`src/rxmc_pkg.sv`:
```
/*
  rxmc_pkg: constants, types and field layout for the receive master clock
  and slot mask block. Assumes a 32-bit APB register bus on mclk.
*/
// Functional notes
// - source select 0: master clock taken from external master clock pin.
// - source select 1: master clock made by the programmable high divider.
// - invert bit 0: master clock feeds bit clock divider unchanged.
// - invert bit 1: master clock inverted before the bit clock divider.
// - internal bit clock at divide-by-1 passes master clock to pin.
// - 12-bit master divide field divides auxiliary clock by value plus one.
// - reserved control bits read zero, ignore writes; software writes zero.
// - mask bit n at 0: no data shifted in during slot n.
// - mask bit n at 1: data shifted in during slot n.
// - 5-bit bit clock ratio divides master clock by value plus one.
// - bit clock from divider when internal, else from external pin.
package rxmc_pkg;
  localparam logic [7:0]  RXMC_OFF_BITCTL  = 8'h70;
  localparam logic [7:0]  RXMC_OFF_MCLKCTL = 8'h74;
  localparam logic [7:0]  RXMC_OFF_SLOTMSK = 8'h78;
  localparam int          RXMC_POS_SRC     = 15;
  localparam int          RXMC_POS_INV     = 14;
  localparam int          RXMC_POS_BSRC    = 5;
  localparam int          RXMC_HDIV_W      = 12;
  localparam int          RXMC_BDIV_W      = 5;
  localparam logic        RXMC_RST_SRC     = 1'b1;
  localparam logic        RXMC_RST_INV     = 1'b0;
  localparam logic [11:0] RXMC_RST_HDIV    = 12'h000;
  localparam logic [31:0] RXMC_RST_MASK    = 32'h0000_0000;
  localparam logic        RXMC_RST_BSRC    = 1'b0;
  localparam logic [4:0]  RXMC_RST_BDIV    = 5'h00;
  localparam int          RXMC_SYNC_STAGES = 2;

  typedef struct packed {
    logic        src_sel;
    logic        invert;
    logic [11:0] hdiv;
    logic        bsrc_sel;
    logic [4:0]  bdiv;
  } rxmc_cfg_s;

  typedef struct packed {
    logic        psel;
    logic        penable;
    logic        pwrite;
    logic [7:0]  paddr;
    logic [31:0] pwdata;
  } rxmc_apb_req_s;

  typedef enum logic [1:0] {
    RXMC_SL_IDLE = 2'b00,
    RXMC_SL_RUN  = 2'b01
  } rxmc_slot_state_e;
endpackage

```
`src/rxmc_sync.sv`:
```
/*
  rxmc_sync: two-flop synchroniser bank for asynchronous pin inputs.
  Assumes inputs come from outside the mclk domain.
*/
`timescale 1ns/1ps
module rxmc_sync #(
  parameter int WIDTH = 1
) (
  input  wire logic             mclk,
  input  wire logic             reset_n,
  input  wire logic             clk_en,
  input  wire logic [WIDTH-1:0] async_in,
  output logic      [WIDTH-1:0] sync_out
);
  logic [WIDTH-1:0] stage1_ff;
  logic [WIDTH-1:0] stage2_ff;

  initial begin
    if (WIDTH < 1) $error("rxmc_sync: WIDTH must be at least 1");
  end

  // first stage is read only by the second
  always_ff @(posedge mclk or negedge reset_n) begin
    if (!reset_n) begin
      stage1_ff <= '0;
      stage2_ff <= '0;
    end else if (clk_en) begin
      stage1_ff <= async_in;
      stage2_ff <= stage1_ff;
    end
  end

  assign sync_out = stage2_ff;
endmodule

```
`src/rxmc_top.sv`:
```
/*
  rxmc_top: receive master clock generator, bit clock divider, and
  receive slot enable mask with slot counter, behind an APB slave.
  Assumes auxiliary clock, external clocks and frame sync arrive as
  slow asynchronous levels sampled on mclk (40 MHz); generated clocks
  are mclk-sampled waveforms for the downstream serializer.
*/
// The APB slave port is this design's own decision.
`timescale 1ns/1ps
module rxmc_top
  import rxmc_pkg::*;
#(
  parameter int SLOTS = 32
) (
  input  wire logic        mclk,
  input  wire logic        reset_n,
  input  wire logic        clk_en,
  input  wire logic        psel,
  input  wire logic        penable,
  input  wire logic        pwrite,
  input  wire logic [7:0]  paddr,
  input  wire logic [31:0] pwdata,
  output logic      [31:0] prdata,
  output logic             pready,
  output logic             pslverr,
  input  wire logic        auxiliary_source_clock,
  input  wire logic        rx_master_clock_in,
  output logic             rx_master_clock_out,
  output logic             rx_master_clock_oe,
  input  wire logic        rx_bit_clock_in,
  output logic             rx_bit_clock_out,
  output logic             rx_bit_clock_oe,
  input  wire logic        rx_frame_start,
  output logic [4:0]       rx_slot_index,
  output logic             rx_slot_shift_en
);
  initial begin
    if (SLOTS < 2 || SLOTS > 32) $error("rxmc_top: SLOTS must be 2..32");
  end

  // ---------------- register bus ----------------
  rxmc_apb_req_s req;
  rxmc_cfg_s     cfg_ff;
  logic [31:0]   rx_slot_active_bits_ff;
  logic [31:0]   nxt_prdata;
  logic [31:0]   prdata_ff;

  assign req = '{psel, penable, pwrite, paddr, pwdata};

  // address decode and strobes
  wire hit_bit  = (req.paddr == RXMC_OFF_BITCTL);
  wire hit_mclk = (req.paddr == RXMC_OFF_MCLKCTL);
  wire hit_mask = (req.paddr == RXMC_OFF_SLOTMSK);
  wire hit_any  = hit_bit | hit_mclk | hit_mask;
  wire access   = req.psel & req.penable & clk_en;
  wire wr_stb   = access & req.pwrite & hit_any;

  // read views; reserved bits stay zero
  wire [31:0] rd_mclk = {16'h0000, cfg_ff.src_sel, cfg_ff.invert,
                         2'b00, cfg_ff.hdiv};
  wire [31:0] rd_bit  = {26'h0000000, cfg_ff.bsrc_sel, cfg_ff.bdiv};
  assign nxt_prdata = hit_mclk ? rd_mclk :
                      hit_bit  ? rd_bit  :
                      hit_mask ? rx_slot_active_bits_ff : 32'h0000_0000;

  // zero-wait answer; unmapped addresses flag an error
  assign pready  = 1'b1;
  assign pslverr = req.psel & req.penable & ~hit_any;
  assign prdata  = prdata_ff;

  // read data register, loaded in setup phase
  always_ff @(posedge mclk or negedge reset_n) begin
    if (!reset_n) begin
      prdata_ff <= 32'h0000_0000;
    end else if (clk_en && req.psel && !req.penable && !req.pwrite) begin
      prdata_ff <= nxt_prdata;
    end
  end

  // control registers; only defined fields are stored
  always_ff @(posedge mclk or negedge reset_n) begin
    if (!reset_n) begin
      cfg_ff <= '{RXMC_RST_SRC, RXMC_RST_INV, RXMC_RST_HDIV,
                  RXMC_RST_BSRC, RXMC_RST_BDIV};
      rx_slot_active_bits_ff <= RXMC_RST_MASK;
    end else if (wr_stb) begin
      if (hit_mclk) begin
        cfg_ff.src_sel <= req.pwdata[RXMC_POS_SRC];
        cfg_ff.invert  <= req.pwdata[RXMC_POS_INV];
        cfg_ff.hdiv    <= req.pwdata[RXMC_HDIV_W-1:0];
      end
      if (hit_bit) begin
        cfg_ff.bsrc_sel <= req.pwdata[RXMC_POS_BSRC];
        cfg_ff.bdiv     <= req.pwdata[RXMC_BDIV_W-1:0];
      end
      if (hit_mask) begin
        rx_slot_active_bits_ff <= req.pwdata;
      end
    end
  end

  // ---------------- pin synchronisers ----------------
  logic [3:0] pins_sync;
  rxmc_sync #(.WIDTH(4)) u_sync (
    .mclk     (mclk),
    .reset_n  (reset_n),
    .clk_en   (clk_en),
    .async_in ({auxiliary_source_clock, rx_master_clock_in,
                rx_bit_clock_in, rx_frame_start}),
    .sync_out (pins_sync)
  );
  wire aux_s   = pins_sync[3];
  wire hext_s  = pins_sync[2];
  wire bext_s  = pins_sync[1];
  wire frame_s = pins_sync[0];

  // ---------------- master clock divider ----------------
  // divides the auxiliary clock by hdiv+1 using its rising edges
  logic        aux_d_ff;
  logic [11:0] hcnt_ff;
  logic        hclk_gen_ff;
  wire         aux_rise = aux_s & ~aux_d_ff;
  wire [12:0]  hdiv_n   = {1'b0, cfg_ff.hdiv} + 13'h0001;
  wire [11:0]  hhalf    = hdiv_n[12:1];
  // >= so a count left above a newly shrunk ratio wraps at once
  wire [11:0]  nxt_hcnt = (hcnt_ff >= cfg_ff.hdiv) ? 12'h000
                                                   : hcnt_ff + 12'h001;
  wire         nxt_hclk = (cfg_ff.hdiv == 12'h000) ? aux_s
                                                   : (nxt_hcnt < hhalf);

  always_ff @(posedge mclk or negedge reset_n) begin
    if (!reset_n) begin
      aux_d_ff    <= 1'b0;
      hcnt_ff     <= 12'h000;
      hclk_gen_ff <= 1'b0;
    end else if (clk_en) begin
      aux_d_ff <= aux_s;
      if (cfg_ff.hdiv == 12'h000) begin
        hclk_gen_ff <= aux_s; // divide-by-1 follows the source
      end else if (aux_rise) begin
        hcnt_ff     <= nxt_hcnt;
        hclk_gen_ff <= nxt_hclk;
      end
    end
  end

  // master clock selection: pin input or internal divider
  wire hclk_sel = cfg_ff.src_sel ? hclk_gen_ff
                                 : hext_s;
  // internal master clock is driven out; external mode leaves pin input
  assign rx_master_clock_out = hclk_gen_ff;
  assign rx_master_clock_oe  = cfg_ff.src_sel;

  // polarity into the bit clock divider
  wire hclk_pol = cfg_ff.invert ? ~hclk_sel : hclk_sel;

  // ---------------- bit clock divider ----------------
  // divides the polarised master clock by bdiv+1
  logic       hpol_d_ff;
  logic [4:0] bcnt_ff;
  logic       bclk_div_ff;
  wire        hpol_rise = hclk_pol & ~hpol_d_ff;
  wire [5:0]  bdiv_n    = {1'b0, cfg_ff.bdiv} + 6'h01;
  wire [4:0]  bhalf     = bdiv_n[5:1];
  wire [4:0]  nxt_bcnt  = (bcnt_ff >= cfg_ff.bdiv) ? 5'h00
                                                   : bcnt_ff + 5'h01;

  always_ff @(posedge mclk or negedge reset_n) begin
    if (!reset_n) begin
      hpol_d_ff   <= 1'b0;
      bcnt_ff     <= 5'h00;
      bclk_div_ff <= 1'b0;
    end else if (clk_en) begin
      hpol_d_ff <= hclk_pol;
      if (hpol_rise && cfg_ff.bdiv != 5'h00) begin
        bcnt_ff     <= nxt_bcnt;
        bclk_div_ff <= (nxt_bcnt < bhalf);
      end
    end
  end

  // divide-by-1 passes the master clock straight through
  wire bclk_int = (cfg_ff.bdiv == 5'h00) ? hclk_sel : bclk_div_ff;
  // bit clock source: divider when internal, pin otherwise
  wire bclk     = cfg_ff.bsrc_sel ? bclk_int : bext_s;

  // bit clock pin is driven only when internally generated
  logic bclk_out_ff;
  always_ff @(posedge mclk or negedge reset_n) begin
    if (!reset_n) begin
      bclk_out_ff <= 1'b0;
    end else if (clk_en) begin
      bclk_out_ff <= bclk_int;
    end
  end
  assign rx_bit_clock_out = bclk_out_ff;
  assign rx_bit_clock_oe  = cfg_ff.bsrc_sel;

  // ---------------- slot sequencing ----------------
  // a slot is one word of bits; word length fixed by parameter here
  localparam int BITS_PER_SLOT = 32;
  rxmc_slot_state_e state_ff;
  logic             bclk_d_ff;
  logic             frame_d_ff;
  logic [4:0]       bitcnt_ff;
  logic [4:0]       slot_ff;
  logic             shift_ff;
  logic [4:0]       idx_ff;
  wire              bclk_rise  = bclk & ~bclk_d_ff;
  wire              frame_rise = frame_s & ~frame_d_ff;
  wire              last_bit   = (bitcnt_ff == 5'(BITS_PER_SLOT - 1));
  wire              last_slot  = (slot_ff == 5'(SLOTS - 1));
  wire [4:0]        nxt_slot   = last_slot ? 5'h00 : slot_ff + 5'h01;
  // mask lookup by slot index
  wire              slot_on    = rx_slot_active_bits_ff[slot_ff];

  // state and counters; frame start forces slot zero
  always_ff @(posedge mclk or negedge reset_n) begin
    if (!reset_n) begin
      state_ff   <= RXMC_SL_IDLE;
      bclk_d_ff  <= 1'b0;
      frame_d_ff <= 1'b0;
      bitcnt_ff  <= 5'h00;
      slot_ff    <= 5'h00;
    end else if (clk_en) begin
      bclk_d_ff  <= bclk;
      frame_d_ff <= frame_s;
      case (state_ff)
        RXMC_SL_IDLE: begin
          if (frame_rise) begin
            state_ff  <= RXMC_SL_RUN;
            bitcnt_ff <= 5'h00;
            slot_ff   <= 5'h00;
          end
        end
        RXMC_SL_RUN: begin
          if (frame_rise) begin
            bitcnt_ff <= 5'h00;
            slot_ff   <= 5'h00;
          end else if (bclk_rise) begin
            bitcnt_ff <= last_bit ? 5'h00 : bitcnt_ff + 5'h01;
            if (last_bit) begin
              slot_ff <= nxt_slot; // one step per slot
            end
          end
        end
        default: begin
          state_ff <= RXMC_SL_IDLE;
        end
      endcase
    end
  end

  // shift enable: one mclk pulse per bit clock rising edge in active slots;
  // the index is registered alongside so a pulse names its own slot
  always_ff @(posedge mclk or negedge reset_n) begin
    if (!reset_n) begin
      shift_ff <= 1'b0;
      idx_ff   <= 5'h00;
    end else if (clk_en) begin
      shift_ff <= (state_ff == RXMC_SL_RUN) && bclk_rise && !frame_rise
                  && slot_on;
      idx_ff   <= slot_ff;
    end
  end

  assign rx_slot_index    = idx_ff;
  assign rx_slot_shift_en = shift_ff;
endmodule

```
`config.mk`:
```
export PLATFORM = sky130hd
export DESIGN_NAME = rxmc_top
export DESIGN_NICKNAME = d
export VERILOG_FILES = /design/src/rxmc_pkg.sv /design/src/rxmc_sync.sv /design/src/rxmc_top.sv
export SDC_FILE = /design/constraint.sdc
export NUM_CORES = 1
export LEC_CHECK = 0
export BUFFER_PORTS_ARGS = -buffer_cell sky130_fd_sc_hd__buf_2
export CORE_MARGIN = 3
export CORE_UTILIZATION = 53
export DETAILED_ROUTE_END_ITERATION = 7
export PLACE_DENSITY = 0.77
export SYNTH_ARGS = -nofsm -noshare
export SYNTH_HDL_FRONTEND = slang
export SYNTH_SLANG_ARGS = --single-unit
export TNS_END_PERCENT = 10
```
`constraint.sdc`:
```
create_clock -name mclk -period 3.2 [get_ports mclk]
set_clock_uncertainty 0.2 [all_clocks]
set_input_delay 0.64 -clock mclk [delete_from_list [all_inputs] [get_ports mclk]]
set_output_delay 0.64 -clock mclk [all_outputs]
set_load 0.01 [all_outputs]
```
# Word level (Yosys, flattened, before mapping)
# Cells that the tools add are included.
[word_totals]
ff_bits = 134
out_inout_bits = 44
in_bits = 50
elab_cells = 112
[classes]
n_bitwise = 19
muxes = 25
n_reduce_logical = 25
magnitude_cmp = 5
n_eq_ne = 9
n_addsub = 6
[op_table]
columns = ["op", "n"]
rows = [
  ["2-to-1 mux 32 bit", 3],
  ["2-to-1 mux 5 bit", 9],
  ["equality test 8 x 7 -> 1 bit (second input constant)", 3],
  ["one-hot mux 5 bit (2 select lines)", 2],
  ["adder 5 x 1 -> 5 bit (second input constant)", 3],
  ["adder 12 x 1 -> 13 bit (second input constant)", 1],
  ["adder 12 x 1 -> 12 bit (second input constant)", 1],
  [">= comparator 12 bit", 1],
  ["logical NOT 12 bit", 1],
  ["< comparator 12 bit", 1],
  ["2-to-1 mux 12 bit", 1],
  ["equality test 5 bit (second input constant)", 2],
  ["AND reduction 2 bit", 5],
  ["AND 1 bit", 9],
  ["inverter 1 bit", 8],
  ["logical AND 1 bit", 7],
  ["2-to-1 mux 1 bit", 7],
  ["adder 5 x 1 -> 6 bit (second input constant)", 1],
  ["< comparator 5 x 6 -> 1 bit (second input constant)", 1],
  ["inequality test 3 bit (second input constant)", 2],
  ["AND reduction 3 bit", 2],
  ["binary-select mux 1 bit (select 5 bit)", 1],
  [">= comparator 5 bit", 1],
  ["logical NOT 5 bit", 1],
  ["12 further kinds", 16],
]

# Depth between registers and ports, before layout
# Gate-level depths: netlist (run 1).
[depth]
ltp_word = 7
mapped_depth = 16
depth_no_buf = 14

# Cells and area by module
# Synthesis (run 1) repeated with hierarchy kept, for this count alone.
[unflattened]
cells_unflattened = 695
hier_area_um2 = 7254.5
[modules_own_cells]
columns = ["mod", "seq_area_each_um2", "n_inst", "area_per_inst_um2", "cells_each"]
rows = [
  ["rxmc_top", 3129.3, 1, 6922.9, 678],
  ["rxmc_sync", 200.2, 1, 331.6, 17],
]

# Worst setup path after synthesis (run 1)
# OpenSTA, ideal clock, no wires.
[synth_timing]
path_kind = "register to register"
start = "register cfg_ff[16] in the netlist's numbering"
end = "register hclk_gen_ff (netlist: rx_master_clock_out)"
path_stages_with_launch = 14
arrival_ns = 2.897
t_required_ns = 2.866
path_buffers = 2
setup_ns = 0.134
synth_period_minus_slack_ns = 3.231
path_slack_ns = -0.031
path_cell_list = "dfrtp_1 > inv_1 > ha_1 > nand4_1 > a211oi_1 > a2111o_1 > clkbuf_1 > clkbuf_1 > nor2_1 > ha_1 > and4_1 > nand2_1 > a2111oi_0 > a21oi_1"
[synth_between]
elab_chain_cells = 5
elab_cells_between_ends = 9
classes_between = "add/sub: 1; order compare: 2; mux: 3; reduce/logical: 3"
[synth_rtl]
columns = ["element", "line", "rtl"]
rows = [
  ["start: declaration", "rxmc_top.sv:43", "rxmc_cfg_s cfg_ff;"],
  ["start signal: assignment", "rxmc_top.sv:83", "cfg_ff <= '{RXMC_RST_SRC, RXMC_RST_INV, RXMC_RST_HDIV,"],
  [">= comparator 12 bit", "rxmc_top.sv:126", "wire [11:0] nxt_hcnt = (hcnt_ff >= cfg_ff.hdiv) ? 12'h000"],
  ["2-to-1 mux 12 bit", "rxmc_top.sv:126", ""],
  ["net nxt_hcnt[11]", "rxmc_top.sv:126", ""],
  ["< comparator 12 bit", "rxmc_top.sv:129", ": (nxt_hcnt < hhalf);"],
  ["2-to-1 mux 1 bit", "rxmc_top.sv:140", "end else if (aux_rise) begin"],
  ["2-to-1 mux 1 bit", "rxmc_top.sv:138", "if (cfg_ff.hdiv == 12'h000) begin"],
  ["end signal: assignment", "rxmc_top.sv:139", "hclk_gen_ff <= aux_s;"],
  ["end signal: assignment", "rxmc_top.sv:142", "hclk_gen_ff <= nxt_hclk;"],
  ["end: declaration", "rxmc_top.sv:121", "logic hclk_gen_ff;"],
]
# The timed path passes the listed nets, and every way through them passes these cells. The select of a mux whose other input is x is not followed.
# A chain may end at the register's enable or synchronous reset.

# Final worst setup path (run 1)
[layout_timing]
start = "register cfg_ff[6] in the netlist's numbering"
end = "register hclk_gen_ff (netlist: rx_master_clock_out)"
# Same word-level chain as after synthesis.

==> results of run 1 <==
cells in the final DEF, fill, tap and decap left out, types with 22 or more instances in the layout:
cell,instances
buf_2,92
buf_4,32
dfrtp_1,131
ha_1,41
inv_1,22
mux2_2,61
nand2_1,82
nor2_1,41
o21ai_0,46
xnor2_1,22
final timing paths:
path / endpoint / from / depth (start not counted)
max: rx_master_clock_out / cfg_ff[6] / 13
min: bcnt_ff[0] / reset_n / 1
max reg2reg: rx_master_clock_out / cfg_ff[6] / 13
min reg2reg: prdata[22] / prdata[22] / 2
max in group asynchronous: rx_master_clock_oe / reset_n / 2
min in group mclk: rx_slot_active_bits_ff[17] / pwdata[17] / 2
worst max-delay path, cell delays in order (launching register included):
cell	delay [ps]
dfrtp_1	380
ha_1	290
nand2b_1	150
a211oi_2	210
o21ai_2	100
a2111o_1	460
buf_2	170
nor2_2	110
ha_1	240
and4_1	210
nand2_1	60
and4b_1	200
o22ai_1	80
a21oi_1	130
stage by stage:
step                      util [%]  power (µW)  hold slack, ps  cell area, µm²
after global routing         67.70        4906           157.1            8786
after global placement       61.90        2585           263.9            8034
after CTS                    66.75        4664           134.3            8663
after floorplan                  -        2332           144.4            7214
final                        67.70        4693           101.7            8786
after detailed placement     61.90        2610           264.8            8034
layout make-up:
cell class	count	area [µm²]	area share (%)
inverters	23	86.33	0.9826
flip-flops and latches	133	3331	37.91
repair buffers	128	772.0	8.787
clock buffers	17	425.4	4.842
well taps	172	215.2	2.449
multi-input cells	491	3765	42.85
clock inverters	15	191.4	2.179
logic make-up (layout without fill, tap and decap cells):
kind of cell,count (synthesis),after routing,synth area share [%]
flops,133,133,46.16
simple gates,224,224,15.32
mux,77,77,13.79
xor+xnor,26,26,3.157
other cells,1,1,0.05199
fa+ha+maj,42,42,7.285
buf+inv,53,183,3.382
compound gates,121,121,10.86
flip-flops by register name, indices dropped and copies added (netlist names), 5 cells and up:
signal and cells:
bcnt_ff 5, bitcnt_ff 5, cfg_ff 18, hcnt_ff 12, prdata 32, rx_slot_active_bits_ff 32, rx_slot_index 5, slot_ff 5
power breakdown:
group	leakage, µW	internal [µW]	total (µW)	switching, µW
clock	0.000298	1250	2050	801
combinational	0.00228	339	732	392
sequential	0.00170	1800	1920	116
total	0.00428	3380	4690	1310
layer usage:
layer	vias up	part of all wire [%]	routed length, µm	global-route usage [%]
met3	26	5.2	925	5.622
met4	0	1.6	278	7.978
met2	168	49	8575	38.61
li1	2677	-	-	-
met5	-	0	0	0
met1	2801	45	7873	33.26
repair_timing:
action	CTS	global route
endpoints found under the setup margin	1	1
cloned	0	1
buffers inserted	1	1
pin swaps	1	15
gates resized for setup	2	30
==> key figures, run 1 <==
Status
  – Status: finished clean

Yosys
  – Synth area leaders: dfrtp_1 (46%), mux2_2 (9.5%), ha_1 (7.3%)
  – Async set-reset flop share out of synthesis: 100.0%
  – Synthesized Nets: 769
  – Mean Syn Cell Area: 10.65 µm²
  – Post-synth EDFFs: 0
  – Count leader, synth: dfrtp_1
  – Synth area leader: dfrtp_1
  – Post-synthesis cell area: 7213 µm²
  – Ys Warns: 0
  – Synth top cells by count: dfrtp_1 (132), nand2_1 (82), mux2_2 (61)
  – Seq/Total Area, Yosys: 46.16%
  – Yosys reg bits: 133
  – Synth unique cells: 59
  – Main synth FF type: dfrtp_1
  – Post-synth top area share: 45.79%
  – Mapped Cells: 677

STA
  – Max-slew violation count: 0
  – Setup WS post-layout: 137.0 ps
  – Final period utilization: 95.72%
  – Final min period: 3063 ps
  – Setup violations, final: 0
  – Maximum clock rate: 326.5 MHz
  – Slew HR: 45.26%
  – Setup TNS: 0 ps
  – Slew @ Worst Pin: 821.1 ps
  – Final hold viol count: 0

Layout
  – Filler instances: 962
  – Final Non-Filler Cells: 979
  – Share of cells above drive strength 1: 31.72%
  – Area grow syn2layout: 21.80%
  – Final nets: 886
  – Diode count: 0

Power
  – Pwr/cell area: 534.2 nW/µm²
  – Maximum VDD drop: 0.0004201 V
  – LEAKAGE: 0.004279 µW

Drt
  – Post-route DRC: 0
  – Routed WL: 17650 µm
  – Via Count: 5672
  – Initial DRC Count: 404
  – WL/cell: 18.03 µm
  – Vias/cell: 5.794
  – Routed Antenna Nets: 0
  – Drt first pass iters: 6

Placement
  – Placed insts: 944
  – Worst slack at placement: -93.79 ps
  – Routability Congestion: 0.8765
  – I/O Buffers: 92
  – Hpwl dp: 12550 µm

Floorplan
  – Core ar.: 12980 µm²
  – Die height: 122.7 µm
  – Initial Util: 55.58%
  – Die ar.: 15050 µm²
  – Io pins: 94
  – Row count: 41
  – Die X: 122.7 µm

Setup path
  – WP data required: 3350 ps
  – Crit end category: flop
  – Crit Path Class: flop to flop
  – CP arrival: 3210 ps
  – CP max FO: 4
  – Worst setup SP type: flop
  – Setup slack, reg-to-reg: 140 ps

CTS
  – Clk Latency, worst-skew pair: 430 ps
  – Clk buf depth: 2
  – Htree depth: 4
  – Clk sinks: 133
  – Num CTS Buffers: 17
  – Clk pin slew, worst setup/hold paths: 60 ps
  – Post-CTS Hold Buffers: 0
  – CTS tree: done
  – Clock root buffer: clkbuf_16

Global routing
  – Total GRT Usage: 24.37%
  – Pin count of the biggest net entering global routing: 63
  – GRT overflow: 0
  – Antenna violations before repair: 0
  – Vias in the first global route: 5544
  – First-pass GRT wire length: 28390 µm

Run
  – MaxCap Viol Count: 0

Hold path
  – Hold Path Class: input pin to async pin
Note: power is estimated with default switching activity, not from simulation.
==> inputs of run 2 (changes only) <==
ABC_AREA = 1   (was unset)
GPL_TIMING_DRIVEN = 0   (was unset)
==> run 2 against run 1 <==
Net effect:
- routed wire length rose by 0.25%
- sequential cell count did not move
- total power fell by 2.3%
- die area rose by 0.58%
- synthesized cell count rose by 26%
- final cell count rose by 18%
==> key figures, run 2 <==
STA
  – Slew @ Worst Pin: 927.0 ps
  – Final hold viol count: 0
  – Max-slew violation count: 0
  – Final period utilization: 93.66%
  – Maximum clock rate: 333.7 MHz
  – Setup TNS: 0 ps
  – Final min period: 2997 ps
  – Slew HR: 37.86%
  – Setup violations, final: 0

Placement
  – Hpwl dp: 12810 µm
  – Placed insts: 1120
  – Routability Congestion: 0.8502
  – I/O Buffers: 91

Layout
  – Area grow syn2layout: 18.67%
  – Commonest non-fill, non-tap cell in the layout: nand2_1
  – Final Non-Filler Cells: 1153
  – Filler instances: 1112
  – Commonest non-fill, non-tap cells in the layout: nand2_1 (212), dfrtp_1 (127), inv_1 (100)
  – Share of cells above drive strength 1: 18.83%
  – Diode count: 0
  – Multi-input logic area: 3418 µm²
  – Final nets: 1056
  – Register area: 3336 µm²

Yosys
  – Mean Syn Cell Area: 8.518 µm²
  – Seq/Total Area, Yosys: 45.88%
  – Mapped Cells: 852
  – Count leader, synth: nand2_1
  – Async set-reset flop share out of synthesis: 100.0%
  – Post-synthesis cell area: 7257 µm²
  – Synth area leaders: dfrtp_1 (46%), nand2_1 (11%), ha_1 (7.2%)
  – Synthesized Nets: 944
  – Ys Warns: 0
  – Synth unique cells: 48
  – Yosys reg bits: 133
  – Main synth FF type: dfrtp_1
  – Synth top cells by count: nand2_1 (213), dfrtp_1 (132), inv_1 (101)
  – Post-synth top area share: 45.52%
  – Post-synth EDFFs: 0
  – Synth area leader: dfrtp_1

Setup path
  – CP arrival: 3140 ps
  – Crit-path max cell delay: 460 ps
  – Top delay family on crit path: simple AND/OR/NAND/NOR gates
  – WP data required: 3340 ps
  – Most frequent CP cell: nand2_1
  – Crit Path Class: flop to flop
  – Buf/Inv on CP: 3
  – Worst setup SP type: flop
  – CP max stage cell: dfrtp_1
  – CP max FO: 9
  – CP cell instances: inv_1, ha_1, nand2_1, inv_1, nand2_1, nor2_1, nor2_4, nand2_4, inv_1, o21ai_0, a21oi_1, ha_1, nand2_1, o21ai_1, nor3_1, nand2_1, a21oi_1
  – Crit end category: flop

Drt
  – Via Count: 6219
  – Drt first pass iters: 4
  – Initial DRC Count: 334
  – Post-route DRC: 0
  – Vias/cell: 5.394
  – Routed WL: 17700 µm
  – Routed Antenna Nets: 0
  – WL/cell: 15.35 µm

CTS
  – Htree depth: 4
  – Clk sinks: 133
  – Clock root buffer: clkbuf_16
  – Clk buf depth: 2
  – Clk pin slew, worst setup/hold paths: 60 ps
  – CTS tree: done
  – Clk Latency, worst-skew pair: 420 ps
  – Num CTS Buffers: 17

Floorplan
  – Row count: 42
  – Io pins: 94
  – Die ar.: 15130 µm²
  – Core ar.: 13300 µm²
  – Initial Util: 54.58%
  – Die height: 123.0 µm
  – Die X: 123.0 µm

Global routing
  – Vias in the first global route: 5930
  – First-pass GRT wire length: 28900 µm
  – GR Util met1: 32.54%
  – Total GRT Usage: 24.56%
  – Pin count of the biggest net entering global routing: 79
  – Most Crowded Layer GR: met2
  – Met2 usage: 39.60%
  – Antenna violations before repair: 1
  – Met3 usage: 5.169%
  – GRT overflow: 0

Power
  – LEAKAGE: 0.004191 µW
  – Maximum VDD drop: 0.0004166 V
  – Pwr/cell area: 532.6 nW/µm²

Run
  – MaxCap Viol Count: 0

Hold path
  – Hold Path Class: input pin to async pin

Status
  – Status: finished clean
## run 2: cells by family after synthesis
group,after synthesis,share of synthesized area (%)
AO/OA/AOI/OAI,146,12.28
multiplexers,23,3.569
other,1,0.05167
XOR/XNOR,22,2.655
buffers and inverters,133,7.224
AND/OR/NAND/NOR,352,21.10
flip-flops,133,45.88
adder cells (fa/ha/maj),42,7.241
## run 2: path summary, 6_finish.rpt
path | from | end | slack (ps) | depth (start not counted)
min in group mclk | rx_frame_start | u_sync.stage1_ff[0] | 210 | 3
max reg2reg | cfg_ff[12] | rx_master_clock_out | 200 | 17
min | reset_n | hcnt_ff[10] | 60 | 1
min reg2reg | u_sync.stage1_ff[0] | u_sync.stage1_ff[0] | 280 | 2
max in group asynchronous | reset_n | rx_master_clock_oe | 1970 | 2
max | cfg_ff[12] | rx_master_clock_out | 200 | 17
## run 2: repair_timing
item,in CTS,in global routing
hold buffers,0,0
resized for setup,2,9
pin swaps,1,0
setup endpoints to repair,1,1
setup buffers,1,1
endpoints found under the hold margin,0,0
## run 2: per-layer routing
| metal | vias up | routed length [µm] | part of all wire (%) |
|---|---|---|---|
| met3 | 43 | 995 | 5.6 |
| met1 | 2946 | 7573 | 43 |
| li1 | 3047 | - | - |
| met2 | 181 | 8635 | 49 |
| met4 | 2 | 478 | 2.7 |
| met5 | - | 13 | 0.073 |
## run 2: per-stage QoR
| stage | util [%] | cell area, µm² | hold slack [ps] | power [µW] | setup slack (ps) |
|---|---|---|---|---|---|
| after floorplan | - | 7257 | 144.4 | 2317 | 475.0 |
| after global placement | 59.67 | 7933 | 256.3 | 2553 | -536.9 |
| after detailed placement | 59.92 | 7966 | 260.1 | 2573 | -129.9 |
| after CTS | 64.60 | 8588 | 89.26 | 4604 | 45.75 |
| after global routing | 64.78 | 8612 | 115.6 | 4781 | -8.719 |
| final | 64.78 | 8612 | 57.87 | 4587 | 202.9 |
## run 2: where the power goes
part,internal [µW],switching (µW),total [µW]
sequential,1810,93.2,1900
clock,1260,782,2040
combinational,252,395,647
## run 2: layout make-up
type                       instances  share of cell area [%]
multi-input combinational        586                   39.69
inverter                         103                   4.489
timing repair buffer              94                   5.855
clock buffer                      19                   5.143
buffer                            29                   1.555
tap                              176                   2.557
clock inverter                    13                   1.976
sequential                       133                   38.73
## run 2: worst reg2reg max path: stages (launching register included)
cell and delay (ps):
dfrtp_1 460, inv_1 100, ha_1 300, nand2_1 70, inv_1 40, nand2_1 100, nor2_1 80, nor2_4 150
nand2_4 100, inv_1 120, o21ai_0 100, a21oi_1 220, ha_1 290, nand2_1 70, o21ai_1 100, nor3_1 190
nand2_1 90, a21oi_1 120
